`src/core/lsd_pkg.sv`:
```
// shared constants and types of the led string dimming supervisor
package lsd_pkg;

    localparam int          NSTR          = 8;
    localparam int          DUTY_W        = 8;
    localparam int          FBK_W         = 8;
    localparam int          CLK_MHZ       = 100;
    localparam int          CLK_NS        = 10;
    localparam int          OCP_US        = 128;
    localparam int          OCP_CYC       = OCP_US * CLK_MHZ;
    localparam int          MIN_ON_NS     = 90;
    localparam int          MIN_ON_CYC    = (MIN_ON_NS + CLK_NS - 1) / CLK_NS;
    localparam int          F_LOW_KHZ     = 500;
    localparam int          F_MID_KHZ     = 750;
    localparam int          F_HIGH_KHZ    = 1000;
    localparam int          PER_LOW_CYC   = (CLK_MHZ * 1000) / F_LOW_KHZ;
    localparam int          PER_MID_CYC   = (CLK_MHZ * 1000) / F_MID_KHZ;
    localparam int          PER_HIGH_CYC  = (CLK_MHZ * 1000) / F_HIGH_KHZ;
    localparam int          PER_W         = 8;
    localparam int          PWM_SMP_DIV   = 4;
    localparam int          CHOP_DIV      = 16;
    localparam int          STAT_W        = 8;
    localparam int          ST_OCP_BIT    = 2;
    localparam int          ST_OT_BIT     = 3;
    localparam int          ST_OPEN_BIT   = 4;
    localparam int          ST_SHORT_BIT  = 5;
    localparam logic [7:0]  STAT_RST      = 8'h00;
    localparam logic [7:0]  DUTY_RST      = 8'h00;

    typedef enum logic [1:0]
    {
        LSD_DIM_PWM   = 2'b00,
        LSD_DIM_SMB   = 2'b01,
        LSD_DIM_BOTH  = 2'b10,
        LSD_DIM_RSVD  = 2'b11
    } lsd_dim_mode_t;

    typedef enum logic [1:0]
    {
        LSD_F500  = 2'b00,
        LSD_F750  = 2'b01,
        LSD_F1000 = 2'b10
    } lsd_freq_t;

    // raw comparator and pin levels, all asynchronous to core_clk
    typedef struct packed
    {
        logic [NSTR-1:0] open_cmp;
        logic [NSTR-1:0] short_cmp;
        logic            ilim_cmp;
        logic            thermal_cmp;
        logic            peak_cmp;
        logic            skip_cmp;
        logic            sel_vcc;
        logic            sel_gnd;
        logic            pwm_in;
    } lsd_async_t;

    typedef struct packed
    {
        logic [NSTR-1:0] string_enable;
        logic            converter_run;
        logic            switch_on;
        logic            led_chopping_signal;
    } lsd_drive_t;

endpackage : lsd_pkg

```
`src/core/lsd_sync.sv`:
```
// two-flop synchroniser for a bundle of asynchronous levels
`timescale 1ns/1ps
module lsd_sync
#(
    parameter int W = 1
)
(
    // clock and reset
    input  wire logic         core_clk,
    input  wire logic         resetn,
    // levels
    input  wire logic [W-1:0] async_in,
    output logic      [W-1:0] sync_out
);

    logic [W-1:0] meta_ff;
    logic [W-1:0] sync_ff;

    always_ff @(posedge core_clk or negedge resetn)
    begin
        if (!resetn)
        begin
            meta_ff <= '0;
            sync_ff <= '0;
        end
        else
        begin
            meta_ff <= async_in;
            sync_ff <= meta_ff;
        end
    end

    assign sync_out = sync_ff;

endmodule : lsd_sync

```
`src/core/lsd_top.sv`:
```
// led string dimming, fault supervision and converter switch timing
`timescale 1ns/1ps
module lsd_top
    import lsd_pkg::*;
#(
    parameter int OCP_CYCLES = lsd_pkg::OCP_CYC,
    parameter int CHOP_PRESC = lsd_pkg::CHOP_DIV,
    parameter int PWM_PRESC  = lsd_pkg::PWM_SMP_DIV
)
(
    // clock and reset
    input  wire logic                                   core_clk,
    input  wire logic                                   resetn,
    // brightness sources
    input  wire logic                                   brightness_pwm_input,
    input  wire logic [lsd_pkg::DUTY_W-1:0]             smb_brightness,
    input  wire lsd_pkg::lsd_dim_mode_t                 dim_mode,
    input  wire logic                                   ctrl_enable,
    // analog comparators and select pin detectors
    input  wire lsd_pkg::lsd_async_t                    cmp_raw,
    input  wire logic [lsd_pkg::NSTR-1:0]               string_in_use,
    // digitised cathode feedback, same clock
    input  wire logic [lsd_pkg::NSTR*lsd_pkg::FBK_W-1:0] string_cathode_feedback,
    // outputs
    output lsd_pkg::lsd_drive_t                         drive,
    output logic [lsd_pkg::FBK_W-1:0]                   regulation_feedback,
    output logic [lsd_pkg::STAT_W-1:0]                  fault_status,
    output logic [lsd_pkg::DUTY_W-1:0]                  chop_duty
);
    import lsd_pkg::*;

    lsd_async_t cmp;

    lsd_sync #(.W($bits(lsd_async_t))) u_sync
    (
        .core_clk (core_clk),
        .resetn   (resetn),
        .async_in ({cmp_raw[$bits(lsd_async_t)-1:1], brightness_pwm_input}),
        .sync_out (cmp)
    );

    // enable edge restarts and clears latched faults
    logic en_ff;
    wire  restart = ctrl_enable & ~en_ff;

    always_ff @(posedge core_clk or negedge resetn)
    begin
        if (!resetn)
            en_ff <= 1'b1; // idle level, so leaving reset is no false restart
        else
            en_ff <= ctrl_enable;
    end

    // duty of the pwm input: high samples in a 256-sample window
    logic [7:0]          smp_pre_ff;
    logic [DUTY_W-1:0]   win_cnt_ff;
    logic [DUTY_W:0]     hi_cnt_ff;
    logic [DUTY_W-1:0]   pwm_duty_ff;
    wire                 smp_tick = (smp_pre_ff == 8'(PWM_PRESC - 1));
    wire                 win_end  = smp_tick & (win_cnt_ff == 8'hFF);
    wire [DUTY_W:0]      hi_now   = hi_cnt_ff + {8'h00, cmp.pwm_in};
    wire [DUTY_W-1:0]    nxt_pwm_duty = hi_now[DUTY_W] ? 8'hFF : hi_now[DUTY_W-1:0];

    always_ff @(posedge core_clk or negedge resetn)
    begin
        if (!resetn)
        begin
            smp_pre_ff  <= 8'h00;
            win_cnt_ff  <= 8'h00;
            hi_cnt_ff   <= 9'h000;
            pwm_duty_ff <= DUTY_RST;
        end
        else
        begin
            smp_pre_ff <= smp_tick ? 8'h00 : smp_pre_ff + 8'h01;
            if (smp_tick)
            begin
                win_cnt_ff <= win_cnt_ff + 8'h01;
                hi_cnt_ff  <= win_end ? 9'h000 : hi_now;
            end
            if (win_end)
                pwm_duty_ff <= nxt_pwm_duty;
        end
    end

    // product rounded back to 8 bits
    wire [15:0]       prod     = pwm_duty_ff * smb_brightness + 16'h0080;
    wire [DUTY_W-1:0] nxt_duty = (dim_mode == LSD_DIM_SMB)  ? smb_brightness :
                                 (dim_mode == LSD_DIM_BOTH) ? prod[15:8]     :
                                 pwm_duty_ff;

    // chopping counter; duty is only updated at a cycle start to avoid runt pulses
    logic [7:0]        chop_pre_ff;
    logic [DUTY_W-1:0] chop_cnt_ff;
    logic [DUTY_W-1:0] duty_ff;
    logic              chop_ff;
    wire               chop_tick = (chop_pre_ff == 8'(CHOP_PRESC - 1));

    always_ff @(posedge core_clk or negedge resetn)
    begin
        if (!resetn)
        begin
            chop_pre_ff <= 8'h00;
            chop_cnt_ff <= 8'h00;
            duty_ff     <= DUTY_RST;
            chop_ff     <= 1'b0;
        end
        else
        begin
            chop_pre_ff <= chop_tick ? 8'h00 : chop_pre_ff + 8'h01;
            if (chop_tick)
                chop_cnt_ff <= chop_cnt_ff + 8'h01;
            if (chop_tick && chop_cnt_ff == 8'hFF)
                duty_ff <= nxt_duty;
            chop_ff <= ctrl_enable & (chop_cnt_ff < duty_ff);
        end
    end

    // per-string fault latches, held until restart
    logic [NSTR-1:0] open_ff;
    logic [NSTR-1:0] short_ff;
    wire  [NSTR-1:0] live     = string_in_use & ~open_ff & ~short_ff;
    wire  [NSTR-1:0] open_det = live & cmp.open_cmp & {NSTR{chop_ff}};
    wire  [NSTR-1:0] shrt_det = live & cmp.short_cmp & {NSTR{chop_ff}};

    always_ff @(posedge core_clk or negedge resetn)
    begin
        if (!resetn)
        begin
            open_ff  <= '0;
            short_ff <= '0;
        end
        else if (restart)
        begin
            // a fault in the restart cycle still latches, like its status bit
            open_ff  <= open_det;
            short_ff <= shrt_det;
        end
        else
        begin
            open_ff  <= open_ff | open_det;
            short_ff <= short_ff | shrt_det;
        end
    end

    // overcurrent timer and thermal latch
    logic [15:0] ocp_cnt_ff;
    logic        ocp_ff;
    logic        ot_ff;
    wire         ocp_hit = cmp.ilim_cmp & (ocp_cnt_ff == 16'(OCP_CYCLES - 1));

    always_ff @(posedge core_clk or negedge resetn)
    begin
        if (!resetn)
        begin
            ocp_cnt_ff <= 16'h0000;
            ocp_ff     <= 1'b0;
            ot_ff      <= 1'b0;
        end
        else
        begin
            ocp_cnt_ff <= (cmp.ilim_cmp && !ocp_ff) ? ocp_cnt_ff + 16'h0001 : 16'h0000;
            ocp_ff     <= ocp_hit | (ocp_ff & ~restart);
            ot_ff      <= cmp.thermal_cmp | (ot_ff & ~restart);
        end
    end

    // run needs enable, no latched overcurrent or thermal fault and at least one live string
    wire run = ctrl_enable & ~ocp_ff & ~ot_ff & (|live);

    // status: set wins over the restart clear
    logic [STAT_W-1:0] stat_ff;
    logic [STAT_W-1:0] nxt_stat;

    always_comb
    begin
        nxt_stat               = restart ? STAT_RST : stat_ff;
        nxt_stat[ST_OPEN_BIT]  = nxt_stat[ST_OPEN_BIT] | (|open_det);
        nxt_stat[ST_SHORT_BIT] = nxt_stat[ST_SHORT_BIT] | (|shrt_det);
        nxt_stat[ST_OCP_BIT]   = nxt_stat[ST_OCP_BIT] | ocp_hit;
        nxt_stat[ST_OT_BIT]    = nxt_stat[ST_OT_BIT] | cmp.thermal_cmp;
    end

    always_ff @(posedge core_clk or negedge resetn)
    begin
        if (!resetn)
            stat_ff <= STAT_RST;
        else
            stat_ff <= nxt_stat;
    end

    // lowest feedback among live strings; dead strings read as full scale
    function automatic logic [FBK_W-1:0] lsd_min(input logic [FBK_W-1:0] a,
                                                 input logic [FBK_W-1:0] b);
        lsd_min = (a < b) ? a : b;
    endfunction : lsd_min

    logic [FBK_W-1:0] min_chain [NSTR:0];
    logic [FBK_W-1:0] reg_min_ff;
    assign min_chain[0] = 8'hFF;

    generate
        for (genvar i = 0; i < NSTR; i++)
        begin : g_min
            wire [FBK_W-1:0] cath_i = live[i] ? string_cathode_feedback[i*FBK_W +: FBK_W] : 8'hFF;
            assign min_chain[i+1] = lsd_min(min_chain[i], cath_i);
        end
    endgenerate

    always_ff @(posedge core_clk or negedge resetn)
    begin
        if (!resetn)
            reg_min_ff <= 8'hFF;
        else
            reg_min_ff <= min_chain[NSTR];
    end

    // tri-level select: vcc detector wins, else gnd, else floating
    wire lsd_freq_t fsel = cmp.sel_vcc ? LSD_F1000 :
                           cmp.sel_gnd ? LSD_F500  : LSD_F750;
    wire [PER_W-1:0] per_cyc = (fsel == LSD_F1000) ? PER_W'(PER_HIGH_CYC) :
                               (fsel == LSD_F500)  ? PER_W'(PER_LOW_CYC)  :
                               PER_W'(PER_MID_CYC);

    // switch timing; skip pulses are fixed minimum width
    logic [PER_W-1:0] per_cnt_ff;
    logic [PER_W-1:0] on_cnt_ff;
    logic             sw_ff;
    logic             skip_ff;
    wire              per_start = (per_cnt_ff >= per_cyc - 8'h01);
    wire              min_done  = (on_cnt_ff >= PER_W'(MIN_ON_CYC - 1));
    wire              sw_end    = skip_ff ? min_done : (min_done & cmp.peak_cmp);
    wire              max_on    = (per_cnt_ff >= per_cyc - 8'h05);

    always_ff @(posedge core_clk or negedge resetn)
    begin
        if (!resetn)
        begin
            per_cnt_ff <= 8'h00;
            on_cnt_ff  <= 8'h00;
            sw_ff      <= 1'b0;
            skip_ff    <= 1'b0;
        end
        else
        begin
            per_cnt_ff <= per_start ? 8'h00 : per_cnt_ff + 8'h01;
            if (per_start)
            begin
                skip_ff   <= cmp.skip_cmp;
                sw_ff     <= run;
                on_cnt_ff <= 8'h00;
            end
            else if (sw_ff)
            begin
                on_cnt_ff <= on_cnt_ff + 8'h01;
                sw_ff     <= run & ~sw_end & ~max_on;
            end
        end
    end

    assign drive.string_enable       = live & {NSTR{run}};
    assign drive.converter_run       = run;
    assign drive.switch_on           = sw_ff;
    assign drive.led_chopping_signal = chop_ff;
    assign regulation_feedback       = reg_min_ff;
    assign fault_status              = stat_ff;
    assign chop_duty                 = duty_ff;

endmodule : lsd_top

```
`config.mk`:
```
export PLATFORM = sky130hd
export DESIGN_NAME = lsd_top
export DESIGN_NICKNAME = d
export VERILOG_FILES = /design/src/core/lsd_pkg.sv /design/src/core/lsd_sync.sv /design/src/core/lsd_top.sv
export SDC_FILE = /design/constraint.sdc
export NUM_CORES = 1
export LEC_CHECK = 0
export BUFFER_PORTS_ARGS = -buffer_cell sky130_fd_sc_hd__buf_2
export CELL_PAD_IN_SITES_DETAIL_PLACEMENT = 0
export CELL_PAD_IN_SITES_GLOBAL_PLACEMENT = 2
export CORE_UTILIZATION = 37
export CTS_CLUSTER_DIAMETER = 150
export DETAILED_ROUTE_END_ITERATION = 16
export GPL_ROUTABILITY_DRIVEN = 0
export PLACE_DENSITY = 0.77
export SETUP_SLACK_MARGIN = 0.4
export SYNTH_ARGS = -nofsm -noshare
export SYNTH_HDL_FRONTEND = slang
export SYNTH_SLANG_ARGS = --single-unit
export TNS_END_PERCENT = 10
```
`constraint.sdc`:
```
create_clock -name core_clk -period 14.2 [get_ports core_clk]
set_input_delay 1.42 -clock core_clk [delete_from_list [all_inputs] [get_ports core_clk]]
set_output_delay 1.42 -clock core_clk [all_outputs]
set_load 0.05 [all_outputs]
```
==> results.yml <==
cells_and_area:
  multiInputGateArea_mm2: 0.006903
  finalInstanceArea_mm2: 0.01346
  final_cells: 1758
  fin_util: 0.4387
  regArea_mm2: 0.004240
  fillers: 3102
  syn2layout_area_growth_pct: 16.46
  finalNetCount: 1600
  drive_above_1_share: 0.2043
place:
  port_buffers: 138
  hpwlAfterDp_mm: 20.47
  placed_cells: 1720
  postPlaceCellArea_mm2: 0.01271
  pre_cts_slack_ps: -95.68
logic_synthesis:
  synth-seq-cells: 169
  synth_cell_types: 82
  synth_warnings: 0
  synth-seq-area-share: 0.3670
  synth_area_leaders: "dfrtp_1 (35%), ha_1 (12%), fa_1 (6.1%)"
  netlist_instances: 1208
  avgSynthCellArea_um2: 9.564
  async_reset_ff_frac: 1.000
  synth_area_mm2: 0.01155
  synth_edf_count: 0
  synth_top_cell_by_area: "dfrtp_1"
  ys.flop_type: "dfrtp_1"
  netlist.area_leader.share: 0.3465
routing:
  vias: 8940
  drc: 0
  dr.pass1.iters: 4
  routed_wirelength_mm: 26.87
  vias_per_cell: 5.085
  ant_nets: 0
  wl_per_cell_um: 15.28
  first_iter_violations: 387
sta:
  finalClockSkew_ps: 9.503
  slew_headroom: 0.3676
  max_clock_freq_mhz: 77.37
  tightest_slew_ps: 948.5
  hold_viol: 0
  layout_setup_ws_ps: 1275
  finalSetupViolCount: 0
  period_needed_ps: 12930
  holdWs_ps: 341.5
  final_max_slew_viol_count: 0
  tns_ps: 0
  post-route-period-util: 0.9102
  grt_setup_unrepaired: "no"
status:
  status: "finished clean"
cts:
  cts_sinks: 169
  clkTransAtPathRegs_ps: 70
  cts_tree: "built"
  cts_root_buffer: "clkbuf_16"
  holdBufCountCts: 0
  cts_made_buffers: 17
  clkLatencyLatePin_ps: 430
  cts_buffer_depth: 2
  cts.htree.levels: 4
critical_path:
  critPathArrivalTime_ps: 13280
  start_kind: "input port"
  cp_common_cell: "ha_1"
  crit_type: "input port to register"
  path_max_fanout: 10
  crit_slowest_cell: "or4_4"
  crit_required_ps: 14560
  worst_setup_path_end_kind: "register"
  cpPeakStageDelay_ps: 500
global_route:
  first_global_vias: 8909
  grt_usage: 0.1765
  grt_max_degree: 95
  grt_remaining_overflow: 0
  grt_antenna_before_repair: 1
  grt_first_pass_wirelength_mm: 44.26
job:
  maxCapViolCount: 0
die:
  coreArea_mm2: 0.03067
  dieArea_mm2: 0.03194
  io_pins: 144
  rows: 64
  die_width_um: 178.7
  initial_core_util: 0.3767
  fp.dieH_um: 178.7
worst_hold_path:
  hold_path.class: "register to register"
power:
  powerDensity_mw_per_mm2: 170.1
  p_leak_nw: 6.522
  p_total_mw: 2.288
  vdd_drop_max_v: 0.00009297
[sequential cells by signal, indices dropped and copies added, names as in the netlist]
name,cells
chop_cnt_ff,8
chop_duty,8
chop_ff,1
chop_pre_ff,8
en_ff,1
fault_status,4
hi_cnt_ff,9
ocp_cnt_ff,16
ocp_ff,1
on_cnt_ff,8
open_ff,8
ot_ff,1
per_cnt_ff,8
pwm_duty_ff,8
regulation_feedback,8
short_ff,8
skip_ff,1
smp_pre_ff,8
sw_ff,1
u_sync.meta_ff,23
u_sync.sync_out,23
win_cnt_ff,8
[critical path, delay by kind of cell]
kind                     cells  cell delay [ps]
AND/OR/NAND/NOR             23             3930
adder cells (fa/ha/maj)      7             1800
buffers and inverters        9             1260
multiplexers                 3              840
AO/OA/AOI/OAI               19             4010
[area by class of cell]
| class | instances | share of cell area |
|---|---|---|
| Antenna cell | 1 | 0.0001860 |
| Clock inverter | 13 | 0.009950 |
| Sequential cell | 169 | 0.3151 |
| Tap cell | 396 | 0.03682 |
| Multi-Input combinational cell | 904 | 0.5130 |
| Timing Repair Buffer | 164 | 0.06630 |
| Inverter | 92 | 0.02566 |
| Clock buffer | 19 | 0.03292 |
[what timing repair did]
item / 4_1_cts / 5_1_grt
pin swaps: 0 / 2
gates resized for setup: 1 / 32
buffers inserted: 0 / 5
setup endpoints to repair: 8 / 8
[cells by family (layout without fill, tap and decap cells)]
group           Yosys count  count (layout)  synth area share
mux                      39              39           0.03509
compound gates          220             220            0.1402
simple gates            434             434            0.1844
buf+inv                 138             288           0.04722
other cells               2               6         0.0006500
fa+ha+maj               143             143            0.1776
xor+xnor                 63              63           0.04776
flops                   169             169            0.3670
[where the power goes]
group | internal (mW) | switching, mW
logic | 0.556 | 0.708
clock network | 0.238 | 0.213
registers | 0.538 | 0.0354
total | 1.33 | 0.956
[final timing paths]
| check | from | endpoint | slack, ps | cells past startpoint |
|---|---|---|---|---|
| setup / recovery | string_in_use[1] | regulation_feedback[1] | 1270 | 61 |
| hold / removal | u_sync.meta_ff[10] | u_sync.sync_out[10] | 340 | 0 |
| setup reg to reg | open_ff[0] | regulation_feedback[1] | 1920 | 60 |
| hold reg to reg | u_sync.meta_ff[10] | u_sync.sync_out[10] | 340 | 0 |
| max in group asynchronous | resetn | ocp_cnt_ff[15] | 11590 | 2 |
| min in group asynchronous | resetn | pwm_duty_ff[1] | 1100 | 1 |
[synthesized netlist by cell type, types with 7 or more instances]
master    count
o21ai_0      44
and3_1       16
o211ai_1      7
ha_1        108
a211oi_1      8
fa_1         35
and2_1       32
dfrtp_1     160
nand3_1      35
or3b_2        8
nor3b_1       8
mux2_2       12
or3_1         7
xnor2_1      31
or2_2         8
clkbuf_1     36
inv_1        92
nand4_1      15
mux2i_1      27
a21o_1       16
nor2b_1      13
a32o_1       16
o31ai_1      11
nor3_1       10
nand2b_1     16
a21oi_1      41
buf_4         7
xor2_1       32
dfstp_2       9
nand2_1     101
nor2_1      143
a31oi_1      17
[layout by cell type, fill, tap and decap left out, types with 26 or more instances in the layout]
cell and n:
dfrtp_1 160, fa_1 35, buf_2 137, nand2_1 100, ha_1 108, xnor2_1 31
and2_1 32, a21oi_1 38, nand3_1 35, nor2_1 141, buf_4 26, o21ai_0 39
inv_1 92, xor2_1 32
[metal layers]
layer  global-route usage  wire length, um
met1               0.2318            12790
met2               0.3039            12860
met3              0.02566              920
met4              0.04343              297
met5                    0                0
Power figures use the tool's default switching activity.
